--- config.mk ---
export PLATFORM = sky130hd
export DESIGN_NAME = ccw_timers
export DESIGN_NICKNAME = d
export VERILOG_FILES = /design/src/ccw_pkg.sv /design/src/ccw_timers.sv
export SDC_FILE = /design/constraint.sdc
export NUM_CORES = 1
export LEC_CHECK = 0
export BUFFER_PORTS_ARGS = -buffer_cell sky130_fd_sc_hd__buf_2
export CAP_MARGIN = 10
export CORE_MARGIN = 10
export CORE_UTILIZATION = 40
export CTS_CLUSTER_DIAMETER = 80
export DETAILED_ROUTE_END_ITERATION = 12
export PLACE_DENSITY = 0.56
export SLEW_MARGIN = 25
export SYNTH_ARGS = -nofsm -noshare
export SYNTH_HDL_FRONTEND = slang
export SYNTH_SLANG_ARGS = --single-unit
export TNS_END_PERCENT = 20
--- constraint.sdc ---
create_clock -name clock -period 6.3 [get_ports clock]
set_input_delay 0.315 -clock clock [delete_from_list [all_inputs] [get_ports clock]]
set_output_delay 0.315 -clock clock [all_outputs]
set_load 0.01 [all_outputs]
--- src/ccw_pkg.sv ---
// Constants, field layouts and carrier types for the cyclic sense and wake timers
`default_nettype none
package ccw_pkg;
  // Block dimensions
  localparam int NUM_TMR = 2;                  // Internal wake timers
  localparam int NUM_WK  = 3;                  // Wake pins
  localparam int NUM_HS  = 4;                  // High-side switches
  // Timebase
  localparam int CLK_PERIOD_NS = 10;           // 100 MHz system clock
  localparam int TICK_NS       = 100000;       // 0.1 ms timer tick
  localparam int TICK_CYC_DEF  = TICK_NS / CLK_PERIOD_NS;
  localparam int FILT_NS       = 16000;        // Wake filter time, 16 us
  localparam int FILT_CYC      = (FILT_NS + CLK_PERIOD_NS - 1) / CLK_PERIOD_NS;
  localparam int FILT_W        = 11;           // Filter counter width
  localparam int TCNT_W        = 15;           // Timer tick counter width
  // Period lengths in ticks
  localparam logic [14:0] PER_10MS  = 15'h0064;
  localparam logic [14:0] PER_20MS  = 15'h00C8;
  localparam logic [14:0] PER_50MS  = 15'h01F4;
  localparam logic [14:0] PER_100MS = 15'h03E8;
  localparam logic [14:0] PER_200MS = 15'h07D0;
  localparam logic [14:0] PER_1S    = 15'h2710;
  localparam logic [14:0] PER_2S    = 15'h4E20;
  // On-time lengths in ticks
  localparam logic [14:0] ON_T_100US = 15'h0001;
  localparam logic [14:0] ON_T_300US = 15'h0003;
  localparam logic [14:0] ON_T_1MS   = 15'h000A;
  localparam logic [14:0] ON_T_10MS  = 15'h0064;
  localparam logic [14:0] ON_T_20MS  = 15'h00C8;
  localparam logic [14:0] ON_T_NONE  = 15'h0000;
  // Timer config field codes and positions
  localparam logic [2:0] ON_OFF_LOW  = 3'h0;   // Stopped, output low
  localparam logic [2:0] ON_OFF_HIGH = 3'h1;   // Stopped, output high
  localparam logic [2:0] ON_100US    = 3'h2;
  localparam logic [2:0] ON_300US    = 3'h3;
  localparam logic [2:0] ON_1MS      = 3'h4;
  localparam logic [2:0] ON_10MS     = 3'h5;
  localparam logic [2:0] ON_20MS     = 3'h6;
  localparam int TMR_PER_LSB = 0;              // Period code [2:0]
  localparam int TMR_ON_LSB  = 4;              // On-time code [6:4]
  // Switch mapping codes, two bits per switch
  localparam logic [1:0] HS_SEL_OFF = 2'h0;
  localparam logic [1:0] HS_SEL_T1  = 2'h1;
  localparam logic [1:0] HS_SEL_T2  = 2'h2;
  localparam logic [1:0] HS_SEL_ON  = 2'h3;
  // Wake control fields
  localparam int WKC_CS_LSB   = 0;             // Cyclic sense enable per pin
  localparam int WKC_TSEL_LSB = 3;             // Timer select per pin
  localparam int WKC_CW_LSB   = 6;             // Cyclic wake enable per timer
  localparam int STAT_SPI_FAIL = 0;            // Status bit: config failure
  // Register byte addresses
  localparam logic [4:0] REG_TMR1 = 5'h00;
  localparam logic [4:0] REG_TMR2 = 5'h04;
  localparam logic [4:0] REG_HS   = 5'h08;
  localparam logic [4:0] REG_WKC  = 5'h0C;
  localparam logic [4:0] REG_WKF1 = 5'h10;
  localparam logic [4:0] REG_WKF2 = 5'h14;
  localparam logic [4:0] REG_LVL  = 5'h18;
  localparam logic [4:0] REG_STAT = 5'h1C;
  localparam logic [7:0] REG_RST  = 8'h00;     // Reset value of all registers
  // Operating mode of the surrounding chip, one-hot
  typedef enum logic [3:0] {
    CCW_NORMAL   = 4'h1,
    CCW_STOP     = 4'h2,
    CCW_SLEEP    = 4'h4,
    CCW_FAILSAFE = 4'h8
  } ccw_mode_t;
  // Avalon-MM request and answer
  typedef struct packed {
    logic [4:0]  address;
    logic        read;
    logic        write;
    logic [31:0] writedata;
    logic [3:0]  byteenable;
  } ccw_av_req_t;
  typedef struct packed {
    logic [31:0] readdata;
    logic        waitrequest;
  } ccw_av_rsp_t;
endpackage
`default_nettype wire

--- src/ccw_timers.sv ---
// Cyclic sense and cyclic wake timers with Avalon-MM register slave
// Operation
// Mapped switches pulse per timer period, on-time
// Pin change wakes: interrupt low, or supply on
// Off-low/off-high set idle switch level
// Writing active on-time starts timer immediately
// Host configures level, mapping, pins, then timer
// On-time above period sets failure flag
// First sample is reference; difference wakes
// 16us stable filter after on-time end
// Sense wake sets that pin's wake flag
// Level status takes sampled levels only; code: cyclic sense pins in Normal/Stop only, live pin level otherwise
// Fail-safe: switches off, pins static sensing
// Switch faults disable that switch
// Timer keeps running after switch fault
// Host enables cyclic sense before low power
// Stop wake interrupts; Sleep wake restarts
// Uncleared flags at Sleep force restart
// Enabled cyclic wake timer interrupts periodically
// Host disables, enables source, then programs timer
// No interrupt at very first on-time start
// Any timer maps to any switch
// Seven selectable periods, 10ms to 2s
// Five on-times or off high/low
// Period and on-time as encoded fields
//
// The Avalon-MM register port and the placing of the registers were left to the implementer.
`timescale 1ns/1ps
`default_nettype none
module ccw_timers #(
  parameter int TICK_CYC = ccw_pkg::TICK_CYC_DEF    // Clocks per 0.1 ms tick
) (
  input  wire logic                clock,       // System clock
  input  wire logic                rst,         // Async reset, high
  input  wire ccw_pkg::ccw_av_req_t av_req,     // Avalon request
  output var  ccw_pkg::ccw_av_rsp_t av_rsp,     // Avalon answer
  input  wire ccw_pkg::ccw_mode_t  mode_i,      // Chip operating mode
  input  wire logic [2:0]          wake_pin,    // Wake pin levels
  input  wire logic [3:0]          hs_fault,    // Switch fault events
  output var  logic [3:0]          high_side_switch, // Switch drive
  output var  logic                int_n,       // Interrupt, low active
  output var  logic                supply_en,   // Main supply rail enable
  output var  logic                restart_req, // Restart request
  output var  logic                spi_fail     // Config failure flag
);
  import ccw_pkg::*;

  // Period code to tick count
  function automatic logic [14:0] period_ticks(input logic [2:0] code);
    case (code)
      3'h0:    period_ticks = PER_10MS;
      3'h1:    period_ticks = PER_20MS;
      3'h2:    period_ticks = PER_50MS;
      3'h3:    period_ticks = PER_100MS;
      3'h4:    period_ticks = PER_200MS;
      3'h5:    period_ticks = PER_1S;
      default: period_ticks = PER_2S;
    endcase
  endfunction

  // On-time code to tick count, zero when stopped
  function automatic logic [14:0] on_ticks(input logic [2:0] code);
    case (code)
      ON_100US: on_ticks = ON_T_100US;
      ON_300US: on_ticks = ON_T_300US;
      ON_1MS:   on_ticks = ON_T_1MS;
      ON_10MS:  on_ticks = ON_T_10MS;
      ON_20MS:  on_ticks = ON_T_20MS;
      default:  on_ticks = ON_T_NONE;
    endcase
  endfunction

  localparam logic [15:0]       TICK_LAST = 16'(TICK_CYC - 1);
  localparam logic [FILT_W-1:0] FILT_LAST = FILT_W'(FILT_CYC - 1);

  logic [7:0]        tmr_cfg_q [NUM_TMR];  // Timer configs
  logic [7:0]        hs_cfg_q;             // Switch mapping
  logic [7:0]        wkc_q;                // Wake source control
  logic [NUM_WK-1:0] wkf1_q;               // Pin wake flags
  logic [NUM_TMR-1:0] wkf2_q;              // Timer wake flags
  logic [NUM_WK-1:0] lvl_q;                // Pin level status
  logic              spi_fail_q;           // Config failure flag
  logic [3:0]        hs_on_q;              // Switch drive
  logic [3:0]        fault_q;              // Latched switch faults
  logic              int_n_q;              // Interrupt output
  logic              supply_q;             // Supply enable
  logic              rst_req_q;            // Restart pending
  logic [15:0]       pres_q;               // Tick prescaler
  logic              tick;                 // One tick pulse
  ccw_av_rsp_t       rsp_q;                // Bus answer
  logic [31:0]       rdata;                // Read mux
  logic              wr_go;                // Write commits this edge
  logic [TCNT_W-1:0] tcnt_q [NUM_TMR];     // Tick counter per timer
  logic [NUM_TMR-1:0] tmr_run;             // Timer running
  logic [NUM_TMR-1:0] tmr_lvl;             // Timer output level
  logic [NUM_TMR-1:0] on_end;              // End of on-time pulse
  logic [NUM_TMR-1:0] cw_evt;              // Later on-time start pulse
  logic [NUM_TMR-1:0] tmr_wr;              // Timer config written
  logic [NUM_WK-1:0]  pin_wake;            // Filtered pin wake
  logic [NUM_WK-1:0]  samp_done;           // Filter finished stable
  logic [NUM_WK-1:0]  cs_en;               // Cyclic sense active per pin
  logic [NUM_WK-1:0]  busy_q;              // Filter running
  logic [NUM_WK-1:0]  flev_q;              // Level at filter start
  logic [NUM_WK-1:0]  ref_q;               // Reference level
  logic [NUM_WK-1:0]  refv_q;              // Reference valid
  logic [FILT_W-1:0]  fcnt_q [NUM_WK];     // Filter counter
  logic               ns_mode;             // Normal or Stop
  logic               fs_mode;             // Fail-safe
  logic               any_flag;            // Any wake flag set

  assign ns_mode  = (mode_i == CCW_NORMAL) || (mode_i == CCW_STOP);
  assign fs_mode  = (mode_i == CCW_FAILSAFE);
  assign any_flag = (|wkf1_q) || (|wkf2_q);
  assign wr_go    = av_req.write && !rsp_q.waitrequest && av_req.byteenable[0];
  assign tick     = (pres_q == TICK_LAST);

  // Outputs straight from flip-flops
  assign av_rsp           = rsp_q;
  assign high_side_switch = hs_on_q;
  assign int_n            = int_n_q;
  assign supply_en        = supply_q;
  assign restart_req      = rst_req_q;
  assign spi_fail         = spi_fail_q;

  // Read data decode, unmapped reads as zero
  always_comb
  begin
    rdata = 32'h0000_0000;
    if (av_req.address == REG_TMR1)      rdata[7:0] = tmr_cfg_q[0];
    else if (av_req.address == REG_TMR2) rdata[7:0] = tmr_cfg_q[1];
    else if (av_req.address == REG_HS)   rdata[7:0] = hs_cfg_q;
    else if (av_req.address == REG_WKC)  rdata[7:0] = wkc_q;
    else if (av_req.address == REG_WKF1) rdata[NUM_WK-1:0] = wkf1_q;
    else if (av_req.address == REG_WKF2) rdata[NUM_TMR-1:0] = wkf2_q;
    else if (av_req.address == REG_LVL)  rdata[NUM_WK-1:0] = lvl_q;
    else if (av_req.address == REG_STAT) rdata[STAT_SPI_FAIL] = spi_fail_q;
  end

  // Bus answer: one wait state, then waitrequest low for one cycle
  always_ff @(posedge clock or posedge rst)
  begin
    if (rst)
    begin
      rsp_q.waitrequest <= 1'b1;
      rsp_q.readdata    <= 32'h0000_0000;
    end
    else if ((av_req.read || av_req.write) && rsp_q.waitrequest)
    begin
      rsp_q.waitrequest <= 1'b0;
      rsp_q.readdata    <= rdata;
    end
    else
      rsp_q.waitrequest <= 1'b1;
  end

  // Configuration registers
  always_ff @(posedge clock or posedge rst)
  begin
    if (rst)
    begin
      tmr_cfg_q[0] <= REG_RST;
      tmr_cfg_q[1] <= REG_RST;
      hs_cfg_q     <= REG_RST;
      wkc_q        <= REG_RST;
    end
    else if (wr_go)
    begin
      if (av_req.address == REG_TMR1)      tmr_cfg_q[0] <= av_req.writedata[7:0];
      else if (av_req.address == REG_TMR2) tmr_cfg_q[1] <= av_req.writedata[7:0];
      else if (av_req.address == REG_HS)   hs_cfg_q <= av_req.writedata[7:0];
      else if (av_req.address == REG_WKC)  wkc_q <= av_req.writedata[7:0];
    end
  end

  // Failure flag on bad timer pairing, set wins over clear
  always_ff @(posedge clock or posedge rst)
  begin
    if (rst)
      spi_fail_q <= 1'b0;
    // on-time above period
    else if (wr_go && (av_req.address == REG_TMR1 || av_req.address == REG_TMR2)
             && on_ticks(av_req.writedata[TMR_ON_LSB +: 3])
                > period_ticks(av_req.writedata[TMR_PER_LSB +: 3]))
      spi_fail_q <= 1'b1;
    else if (wr_go && av_req.address == REG_STAT && av_req.writedata[STAT_SPI_FAIL])
      spi_fail_q <= 1'b0;
  end

  // Shared 0.1 ms tick prescaler
  always_ff @(posedge clock or posedge rst)
  begin
    if (rst)
      pres_q <= 16'h0000;
    else if (tick)
      pres_q <= 16'h0000;
    else
      pres_q <= pres_q + 16'h0001;
  end

  assign tmr_wr[0] = wr_go && (av_req.address == REG_TMR1);
  assign tmr_wr[1] = wr_go && (av_req.address == REG_TMR2);

  // Timers
  for (genvar t = 0; t < NUM_TMR; t++)
  begin : g_tmr
    logic [14:0] per_t;  // Period in ticks
    logic [14:0] on_t;   // On-time in ticks
    logic [2:0]  on_c;   // On-time code
    // encoded field decode
    assign on_c  = tmr_cfg_q[t][TMR_ON_LSB +: 3];
    assign per_t = period_ticks(tmr_cfg_q[t][TMR_PER_LSB +: 3]);
    assign on_t  = on_ticks(on_c);
    // running once on-time active
    assign tmr_run[t] = (on_t != ON_T_NONE) && !fs_mode;
    assign on_end[t]  = tmr_run[t] && tick && (tcnt_q[t] == on_t - 15'h0001);
    // first start is the counter reset, only wraps count
    assign cw_evt[t]  = tmr_run[t] && tick && (tcnt_q[t] == per_t - 15'h0001);
    // stopped timer holds chosen level
    assign tmr_lvl[t] = tmr_run[t] ? (tcnt_q[t] < on_t) : (on_c == ON_OFF_HIGH);

    // Tick counter, restarted by every write to its own timer config
    always_ff @(posedge clock or posedge rst)
    begin
      if (rst)
        tcnt_q[t] <= ON_T_NONE;
      else if (!tmr_run[t] || tmr_wr[t])
        tcnt_q[t] <= ON_T_NONE;
      // faults never stop the count
      else if (cw_evt[t])
        tcnt_q[t] <= ON_T_NONE;
      else if (tick)
        tcnt_q[t] <= tcnt_q[t] + 15'h0001;
    end
  end

  // Switch fault latches, cleared by rewriting the mapping
  always_ff @(posedge clock or posedge rst)
  begin
    if (rst)
      fault_q <= 4'h0;
    else
    begin
      for (int i = 0; i < NUM_HS; i++)
      begin
        // fault disables switch
        if (hs_fault[i] && !fs_mode)
          fault_q[i] <= 1'b1;
        else if (wr_go && av_req.address == REG_HS)
          fault_q[i] <= 1'b0;
      end
    end
  end

  // Switch drive from mapping
  always_ff @(posedge clock or posedge rst)
  begin
    if (rst)
      hs_on_q <= 4'h0;
    else
    begin
      for (int i = 0; i < NUM_HS; i++)
      begin
        // fail-safe forces off
        if (fs_mode || fault_q[i])
          hs_on_q[i] <= 1'b0;
        // any timer to any switch
        else if (hs_cfg_q[2*i +: 2] == HS_SEL_T1)
          hs_on_q[i] <= tmr_lvl[0];
        else if (hs_cfg_q[2*i +: 2] == HS_SEL_T2)
          hs_on_q[i] <= tmr_lvl[1];
        else
          hs_on_q[i] <= (hs_cfg_q[2*i +: 2] == HS_SEL_ON);
      end
    end
  end

  // Wake pin sampling with stability filter
  for (genvar p = 0; p < NUM_WK; p++)
  begin : g_pin
    logic tsel;  // Timer feeding this pin
    logic trig;  // Start a filter window
    assign tsel  = wkc_q[WKC_TSEL_LSB + p];
    assign cs_en[p] = wkc_q[WKC_CS_LSB + p] && !fs_mode;
    // fail-safe samples statically on any change
    assign trig  = !busy_q[p] && (cs_en[p] ? on_end[tsel]
                 : fs_mode && (!refv_q[p] || wake_pin[p] != ref_q[p]));
    // full window stable
    assign samp_done[p] = busy_q[p] && (fcnt_q[p] == FILT_LAST)
                        && (wake_pin[p] == flev_q[p]);
    // differs from reference
    assign pin_wake[p] = samp_done[p] && refv_q[p] && (flev_q[p] != ref_q[p]);

    // Filter window and reference
    always_ff @(posedge clock or posedge rst)
    begin
      if (rst)
      begin
        busy_q[p] <= 1'b0;
        flev_q[p] <= 1'b0;
        fcnt_q[p] <= '0;
        ref_q[p]  <= 1'b0;
        refv_q[p] <= 1'b0;
      end
      else if (!cs_en[p] && !fs_mode)
      begin
        busy_q[p] <= 1'b0;
        refv_q[p] <= 1'b0;
      end
      else if (trig)
      begin
        busy_q[p] <= 1'b1;
        flev_q[p] <= wake_pin[p];
        fcnt_q[p] <= '0;
      end
      else if (busy_q[p] && wake_pin[p] != flev_q[p])
        busy_q[p] <= 1'b0;
      else if (samp_done[p])
      begin
        busy_q[p] <= 1'b0;
        ref_q[p]  <= flev_q[p];
        refv_q[p] <= 1'b1;
      end
      else if (busy_q[p])
        fcnt_q[p] <= fcnt_q[p] + FILT_W'(1);
    end

    // Level status
    always_ff @(posedge clock or posedge rst)
    begin
      if (rst)
        lvl_q[p] <= 1'b0;
      // sampled levels for cyclic sense pins in Normal/Stop, live pin level otherwise
      else if (cs_en[p] && ns_mode)
        lvl_q[p] <= samp_done[p] ? flev_q[p] : lvl_q[p];
      else
        lvl_q[p] <= wake_pin[p];
    end
  end

  // Wake flags, write one to clear, set wins
  always_ff @(posedge clock or posedge rst)
  begin
    if (rst)
    begin
      wkf1_q <= '0;
      wkf2_q <= '0;
    end
    else
    begin
      for (int p = 0; p < NUM_WK; p++)
      begin
        // flag per pin
        if (pin_wake[p])
          wkf1_q[p] <= 1'b1;
        else if (wr_go && av_req.address == REG_WKF1 && av_req.writedata[p])
          wkf1_q[p] <= 1'b0;
      end
      for (int t = 0; t < NUM_TMR; t++)
      begin
        // periodic timer wake
        if (cw_evt[t] && wkc_q[WKC_CW_LSB + t] && ns_mode)
          wkf2_q[t] <= 1'b1;
        else if (wr_go && av_req.address == REG_WKF2 && av_req.writedata[t])
          wkf2_q[t] <= 1'b0;
      end
    end
  end

  // Interrupt, restart and supply
  always_ff @(posedge clock or posedge rst)
  begin
    if (rst)
    begin
      int_n_q   <= 1'b1;
      rst_req_q <= 1'b0;
      supply_q  <= 1'b0;
    end
    else
    begin
      // interrupt in Normal or Stop
      int_n_q <= !(ns_mode && any_flag);
      // pending flag in Sleep restarts
      if (!ns_mode && any_flag)
        rst_req_q <= 1'b1;
      else if (ns_mode)
        rst_req_q <= 1'b0;
      supply_q <= ns_mode || any_flag || rst_req_q;
    end
  end
endmodule
`default_nettype wire
==> results of run 1 <==
-- worst max-delay path by stage --
stage	from	endpoint	slack [ns]	cells past startpoint
3_5_place_dp	g_tmr[0].on_c[2]	flev_q[0]	2.37	11
2_1_floorplan	rst	av_rsp[1]	1.90	1
3_3_place_gp	g_tmr[0].on_c[2]	flev_q[0]	2.41	11
5_1_grt	g_tmr[0].on_c[1]	flev_q[0]	2.05	10
6_report	g_tmr[0].on_c[1]	flev_q[0]	2.36	10
4_1_cts	g_tmr[0].on_c[2]	flev_q[0]	2.35	11
-- critical path, cell delays in order (launching register included) --
cell	delay (ns)
dfrtp_1	0.76
nor2b_1	0.30
a21oi_1	0.15
ha_1	0.35
xnor2_1	0.18
nor2_1	0.11
a32oi_1	0.07
nor4_1	0.64
nand4_1	0.33
a31oi_4	0.58
mux2_4	0.34
-- cell type report --
cell class | instances | area (um2) | area share [%]
Timing Repair Buffer | 49 | 255 | 2.40
Sequential cell | 152 | 3810 | 35.9
Tap cell | 324 | 405 | 3.82
Inverter | 37 | 144 | 1.36
Clock inverter | 15 | 144 | 1.36
Clock buffer | 17 | 425 | 4.01
Multi-Input combinational cell | 842 | 5430 | 51.2
-- cell usage after synthesis (14+ instances only) --
master    instances  area share [%]
and3_1           25             1.6
o21ai_0          70             3.6
nand4_1          24             1.5
buf_4            27             2.1
nor2_1           91             3.5
nor2b_1          18             1.2
a21oi_1          47             2.4
xnor2_1          27             2.4
dfrtp_1         150              38
inv_1            37             1.4
nor3_1           21             1.1
clkbuf_1         34             1.3
nand2_1         120             4.6
xor2_1           36             3.2
buf_2            16            0.82
a31oi_1          14            0.90
mux2_2           32             3.7
ha_1             29             3.7
nand3_1          56             2.9
-- power groups by stage --
| stage | clock network, mW | logic, mW | registers [mW] |
|---|---|---|---|
| after floorplan | 0 | 0.246 | 1.05 |
| after global placement | 0 | 0.278 | 1.08 |
| after detailed placement | 0 | 0.281 | 1.08 |
| after CTS | 1.03 | 0.283 | 1.06 |
| after global routing | 1.07 | 0.317 | 1.07 |
| final | 1.00 | 0.281 | 1.06 |
-- cells by family after synthesis --
kind of cell	Yosys count	synth area share, %
AO/OA/AOI/OAI	223	15.4
XOR/XNOR	63	5.65
adder cells (fa/ha/maj)	30	3.82
buffers and inverters	123	6.36
flip-flops	152	39.0
multiplexers	46	5.45
other	1	0.0384
AND/OR/NAND/NOR	456	24.3
-- per-layer routing --
| metal | vias to the layer above | GRT usage (%) |
|---|---|---|
| li1 | 3892 | - |
| met4 | 0 | 5.19 |
| met5 | - | 0 |
| met3 | 28 | 2.97 |
| met1 | 3814 | 21.8 |
| met2 | 148 | 26.0 |
-- through the flow --
step / setup WS [ns] / instances / utilization [%] / power (mW)
after floorplan: 1.90 / 1117 / - / 1.29
after global placement: 2.41 / 1404 / 41.5 / 1.36
after detailed placement: 2.37 / 1404 / 41.5 / 1.36
after CTS: 2.35 / 1436 / 43.9 / 2.37
after global routing: 2.05 / 1436 / 43.9 / 2.45
final: 2.36 / 1436 / 43.9 / 2.34
-- flip-flops by register name, indices dropped and copies added (netlist names), 4 cells and up --
signal	cells
fcnt_q	33
high_side_switch	4
tcnt_q	30
hs_cfg_q	8
tmr_cfg_q	10
g_tmr.on_c	6
pres_q	16
fault_q	4
av_rsp	9
wkc_q	8
==> summary.md, run 1 <==
| Metric | Value |
|---|---|
| Worst Hold Class | `input port to async pin` |
| Initial antenna violation count | `0` |
| Crit path launch type | `register` |
| CTS H-Tree Depth | `4` |
| Hold slack | `0.0626 ns` |
| Top sig layer | `met4` |
| Largest net degree at the start of global routing | `94` |
| Global route overflow | `0` |
| Io pins | `97` |
| Initial DRC count | `687` |
| Initial core utilization | `40.4%` |
| Core area | `24200 um2` |
| Wl on met1 | `11.6 mm` |
| Overall Global Routing Usage | `16.2%` |
| Crit path DAT | `4.25 ns` |
| Syn avg cell area | `8.92 um2` |
| Layout cells sized above 1 | `13.9%` |
| Worst-path maximum fanout | `19` |
| TritonCTS clock tree | `done` |
| Worst r2r path cells | `10` |
| Drt pass-1 iters | `5` |
| RSZ-0062 raised after global routing | `no` |
| Post-DP HPWL | `17.8 mm` |
| Gate power share | `12.0%` |
| End of the worst register-to-register path | `flev_q[0]` |
| Cell-internal power | `1.67 mW` |
| Clock Power Share | `42.8%` |
| Clk buf depth | `2` |
| Finished layout cell area | `10600 um2` |
| Final hold violations | `0` |
| Number of enable flip-flop cells after synthesis | `0` |
| Critical path endpoint category | `register` |
| Fillers | `2366` |
| Reg power frac | `45.2%` |
| GP Congestion | `0.856` |
| Final ANT Viol Nets | `0` |
| Sw frac | `28.7%` |
| Post-synth ARST share | `100%` |
| Leak | `4.56 nW` |
| Ys flop type | `dfrtp_1` |
| Area after DPL | `10000 um2` |
| Reg-to-reg critical path startpoint | `g_tmr[0].on_c[1]` |
| Via count of the first global-routing pass | `7665` |
| Final Max Slew Viols | `0` |
| Mapped Area | `9760 um2` |
| Root Driver | `clkbuf_16` |
| P_sw | `0.674 mW` |
| Final net count | `1184` |
| Post-CTS setup buffers | `0` |
| Final worst path period share | `62.5%` |
| Layout Area Growth over Synthesis | `8.73%` |
| Max-slew headroom | `32.8%` |
| Max frequency | `254 MHz` |
| Reg clk slew, reported paths | `0.07 ns` |
| CP required | `6.61 ns` |
| Most common cell after layout, fill and taps aside | `dfrtp_1` |
| Minimum clock period | `3.94 ns` |
| Drt via density | `5.49` |
| DRC viols | `0` |
| Most frequent cells in the layout | `150 x dfrtp_1, 120 x nand2_1, 90 x nor2_1` |
| Routed wl met2 | `11.7 mm` |
| PD cells | `221 nW/um2` |
| Drt total wl | `24.6 mm` |
| Max-cap violations | `0` |
| Die Ht | `176 um` |
| First-pass GRT wire length | `41.1 mm` |
| Wire length per cell | `17.2 um` |
| PortBufs | `45` |
| Outcome | `complete, no violations` |
| Number of buffers created by CTS | `17` |
| R2r setup slk | `2.36 ns` |
| Met3 routed WL | `913 um` |
| Worst Tran Pin Value | `0.999 ns` |
| YS warnings | `0` |
| Clock Latency Late Sink | `0.43 ns` |
| # diodes | `0` |
| Synth cell types | `90` |
| Layout Skew | `0.0167 ns` |
| CTS Hold Buffers Added | `0` |
| Seq cells post-synth | `152` |
| Final TNS setup | `0 ns` |
| Die Wd | `176 um` |
| Total number of vias | `7882` |
| Std cell rows | `57` |
| Die area | `31100 um2` |
| Mapped Cells | `1094` |
| CP Class | `register to register` |
| Peak VDD IR | `0.138 mV` |
| Clock sinks | `152` |
| Setup violators final | `0` |
| Sequential area share after synthesis | `39.0%` |
| # resized after CTS | `0` |
(Power assumes the default switching activity.)
==> run 2, diff against run 1 <==
--- a/config.mk
+++ b/config.mk
@@ -11,7 +11,7 @@
 export CORE_UTILIZATION = 40
 export CTS_CLUSTER_DIAMETER = 80
 export DETAILED_ROUTE_END_ITERATION = 12
-export PLACE_DENSITY = 0.56
+export PLACE_DENSITY = 0.58
 export SLEW_MARGIN = 25
 export SYNTH_ARGS = -nofsm -noshare
 export SYNTH_HDL_FRONTEND = slang
==> constraint.sdc (replaced) <==
create_clock -name clock -period 3.6 [get_ports clock]
set_input_delay 0.18 -clock clock [delete_from_list [all_inputs] [get_ports clock]]
set_output_delay 0.18 -clock clock [all_outputs]
set_load 0.01 [all_outputs]
==> run 2 against run 1 <==
Net effect: global-route usage decreased by 0.079 points; largest cell class unchanged; critical path type unchanged; first-iteration DRC count down 9.0%; final cell count is 1.6% higher; cell area is 1.6% higher.
==> summary.md, run 2 (synthesis gave the netlist of run 1 again) <==
| Metric | Value |
|---|---|
| Outcome | `complete, no violations` |
| CP required | `3.92 ns (-2.69 ns)` |
| Final TNS setup | `0 ns (unchanged)` |
| PortBufs | `45 (unchanged)` |
| Leak | `4.67 nW (+2.3%)` |
| Root Driver | `clkbuf_16` |
| Drt via density | `5.46 (-0.47%)` |
| Die Wd | `176 um (unchanged)` |
| First-pass GRT wire length | `41.2 mm (+0.23%)` |
| Die area | `31100 um2 (unchanged)` |
| Crit path launch type | `register` |
| CP Class | `register to register` |
| Worst-path maximum fanout | `7 (-12)` |
| DRC viols | `0 (unchanged)` |
| Clock sinks | `152 (unchanged)` |
| Register area | `3810 um2 (unchanged)` |
| Minimum clock period | `3.27 ns (-0.668 ns)` |
| Largest net degree at the start of global routing | `83 (-12%)` |
| Drt pass-1 iters | `7 (+2)` |
| Final worst path period share | `90.8% (+28 points)` |
| Max-slew headroom | `35.9% (+3.1 points)` |
| Std cell rows | `57 (unchanged)` |
| Core area | `24200 um2 (unchanged)` |
| Die Ht | `176 um (unchanged)` |
| PnR worst setup slack | `0.330 ns (-2.03 ns)` |
| Initial core utilization | `40.4% (unchanged)` |
| Setup violators final | `0 (unchanged)` |
| Final Max Slew Viols | `0 (unchanged)` |
| Io pins | `97 (unchanged)` |
| Most frequent cells in the layout | `150 x dfrtp_1, 120 x nand2_1, 90 x nor2_1` |
| Final net count | `1206 (+1.9%)` |
| Peak VDD IR | `0.288 mV (+110%)` |
| Number of buffers created by CTS | `17 (unchanged)` |
| Final ANT Viol Nets | `0 (unchanged)` |
| RSZ-0062 raised after global routing | `no` |
| Area after DPL | `10200 um2 (+1.6%)` |
| Wire length per cell | `17.1 um (-0.47%)` |
| Fillers | `2360 (-0.25%)` |
| Post-DP HPWL | `18.1 mm (+1.9%)` |
| Largest Register | `fcnt_q` |
| Worst Tran Pin Value | `0.953 ns (-0.0466 ns)` |
| Max frequency | `306 MHz (+20%)` |
| TritonCTS clock tree | `done` |
| Max FFs per register | `33 (unchanged)` |
| Largest regs | `fcnt_q: 33 flops, tcnt_q: 30 flops, pres_q: 16 flops` |
| Global route overflow | `0 (unchanged)` |
| Post-CTS setup buffers | `0 (unchanged)` |
| Worst slack, placed | `0.338 ns (-2.04 ns)` |
| Reg clk slew, reported paths | `0.07 ns (about the same)` |
| Layout Area Growth over Synthesis | `10.5%` |
| CTS H-Tree Depth | `4 (unchanged)` |
| Initial antenna violation count | `1 (+1)` |
| Layout Skew | `0.0136 ns (-0.00309 ns)` |
| Finished layout cell area | `10800 um2 (+1.6%)` |
| PD cells | `381 nW/um2 (+73%)` |
| Initial DRC count | `625 (-9.0%)` |
| Multi-input gate area in the final layout | `5430 um2 (about the same)` |
| Clk buf depth | `2 (unchanged)` |
| Final hold violations | `0 (unchanged)` |
| Via count of the first global-routing pass | `7587 (-1.0%)` |
| GP Congestion | `0.851 (-0.68%)` |
| Crit path DAT | `3.59 ns (-0.66 ns)` |
| Most common cell after layout, fill and taps aside | `dfrtp_1` |
| Critical path endpoint category | `register` |
| Worst Hold Class | `input port to register` |
| # resized after CTS | `0 (unchanged)` |
| Layout cells sized above 1 | `15.3% (+1.4 points)` |
| Clock Latency Late Sink | `0.43 ns (about the same)` |
| Total number of vias | `7971 (+1.1%)` |
| Overall Global Routing Usage | `16.2% (-0.079 points)` |
| Max-cap violations | `0 (unchanged)` |
| Drt total wl | `24.9 mm (+1.1%)` |
run 2: per-layer routing:
metal	wire length, um	vias up	global-route usage [%]
li1	-	3940	-
met1	11600	3888	21.8
met2	12100	121	26.3
met3	881	22	2.50
met4	311	0	4.56
met5	0	-	0
run 2: final cells by class:
class | instances | area share [%]
Multi-Input combinational cell | 842 | 50.3
Clock buffer | 17 | 3.95
Antenna cell | 1 | 0.0232
Tap cell | 324 | 3.76
Inverter | 37 | 1.32
Clock inverter | 15 | 1.24
Timing Repair Buffer | 71 | 4.06
Sequential cell | 152 | 35.3
run 2: final timing paths:
path	from	endpoint	slack, ns	cells past startpoint
max	g_tmr[0].on_c[2]	flev_q[0]	0.33	11
min	hs_fault[1]	fault_q[1]	0.01	2
max reg2reg	g_tmr[0].on_c[2]	flev_q[0]	0.33	11
min reg2reg	pres_q[0]	pres_q[0]	0.47	1
max in group asynchronous	rst	pres_q[5]	2.20	4
min in group asynchronous	rst	fcnt_q[6]	0.42	3
run 2: stage by stage:
stage	std cells	hold slack (ns)	util, %	power [mW]
floorplan	1117	0.297	-	2.26
global placement	1424	0.330	42.2	2.38
detailed placement	1424	0.331	42.2	2.39
CTS	1458	0.00794	44.6	4.15
global route	1459	0.00458	44.6	4.29
finish	1459	0.0107	44.6	4.11
run 2: critical path: stages (launching register included):
cell     delay, ns
dfrtp_1       0.40
inv_1         0.18
nor3_1        0.07
a21oi_1       0.23
ha_1          0.39
xnor2_1       0.19
a32oi_1       0.15
nor4_1        0.46
buf_4         0.21
nand4_1       0.15
a31oi_4       0.40
mux2_4        0.33
run 2: where the power goes:
group | switching, mW | internal, mW | total [mW]
Sequential | 0.0732 | 1.76 | 1.83
Combinational | 0.321 | 0.209 | 0.530
Clock | 0.838 | 0.911 | 1.75
run 2: what timing repair did:
action | 4_1_cts | 5_1_grt
hold buffers | 2 | 0
endpoints found under the setup margin | 0 | 0
endpoints found under the hold margin | 30 | 0
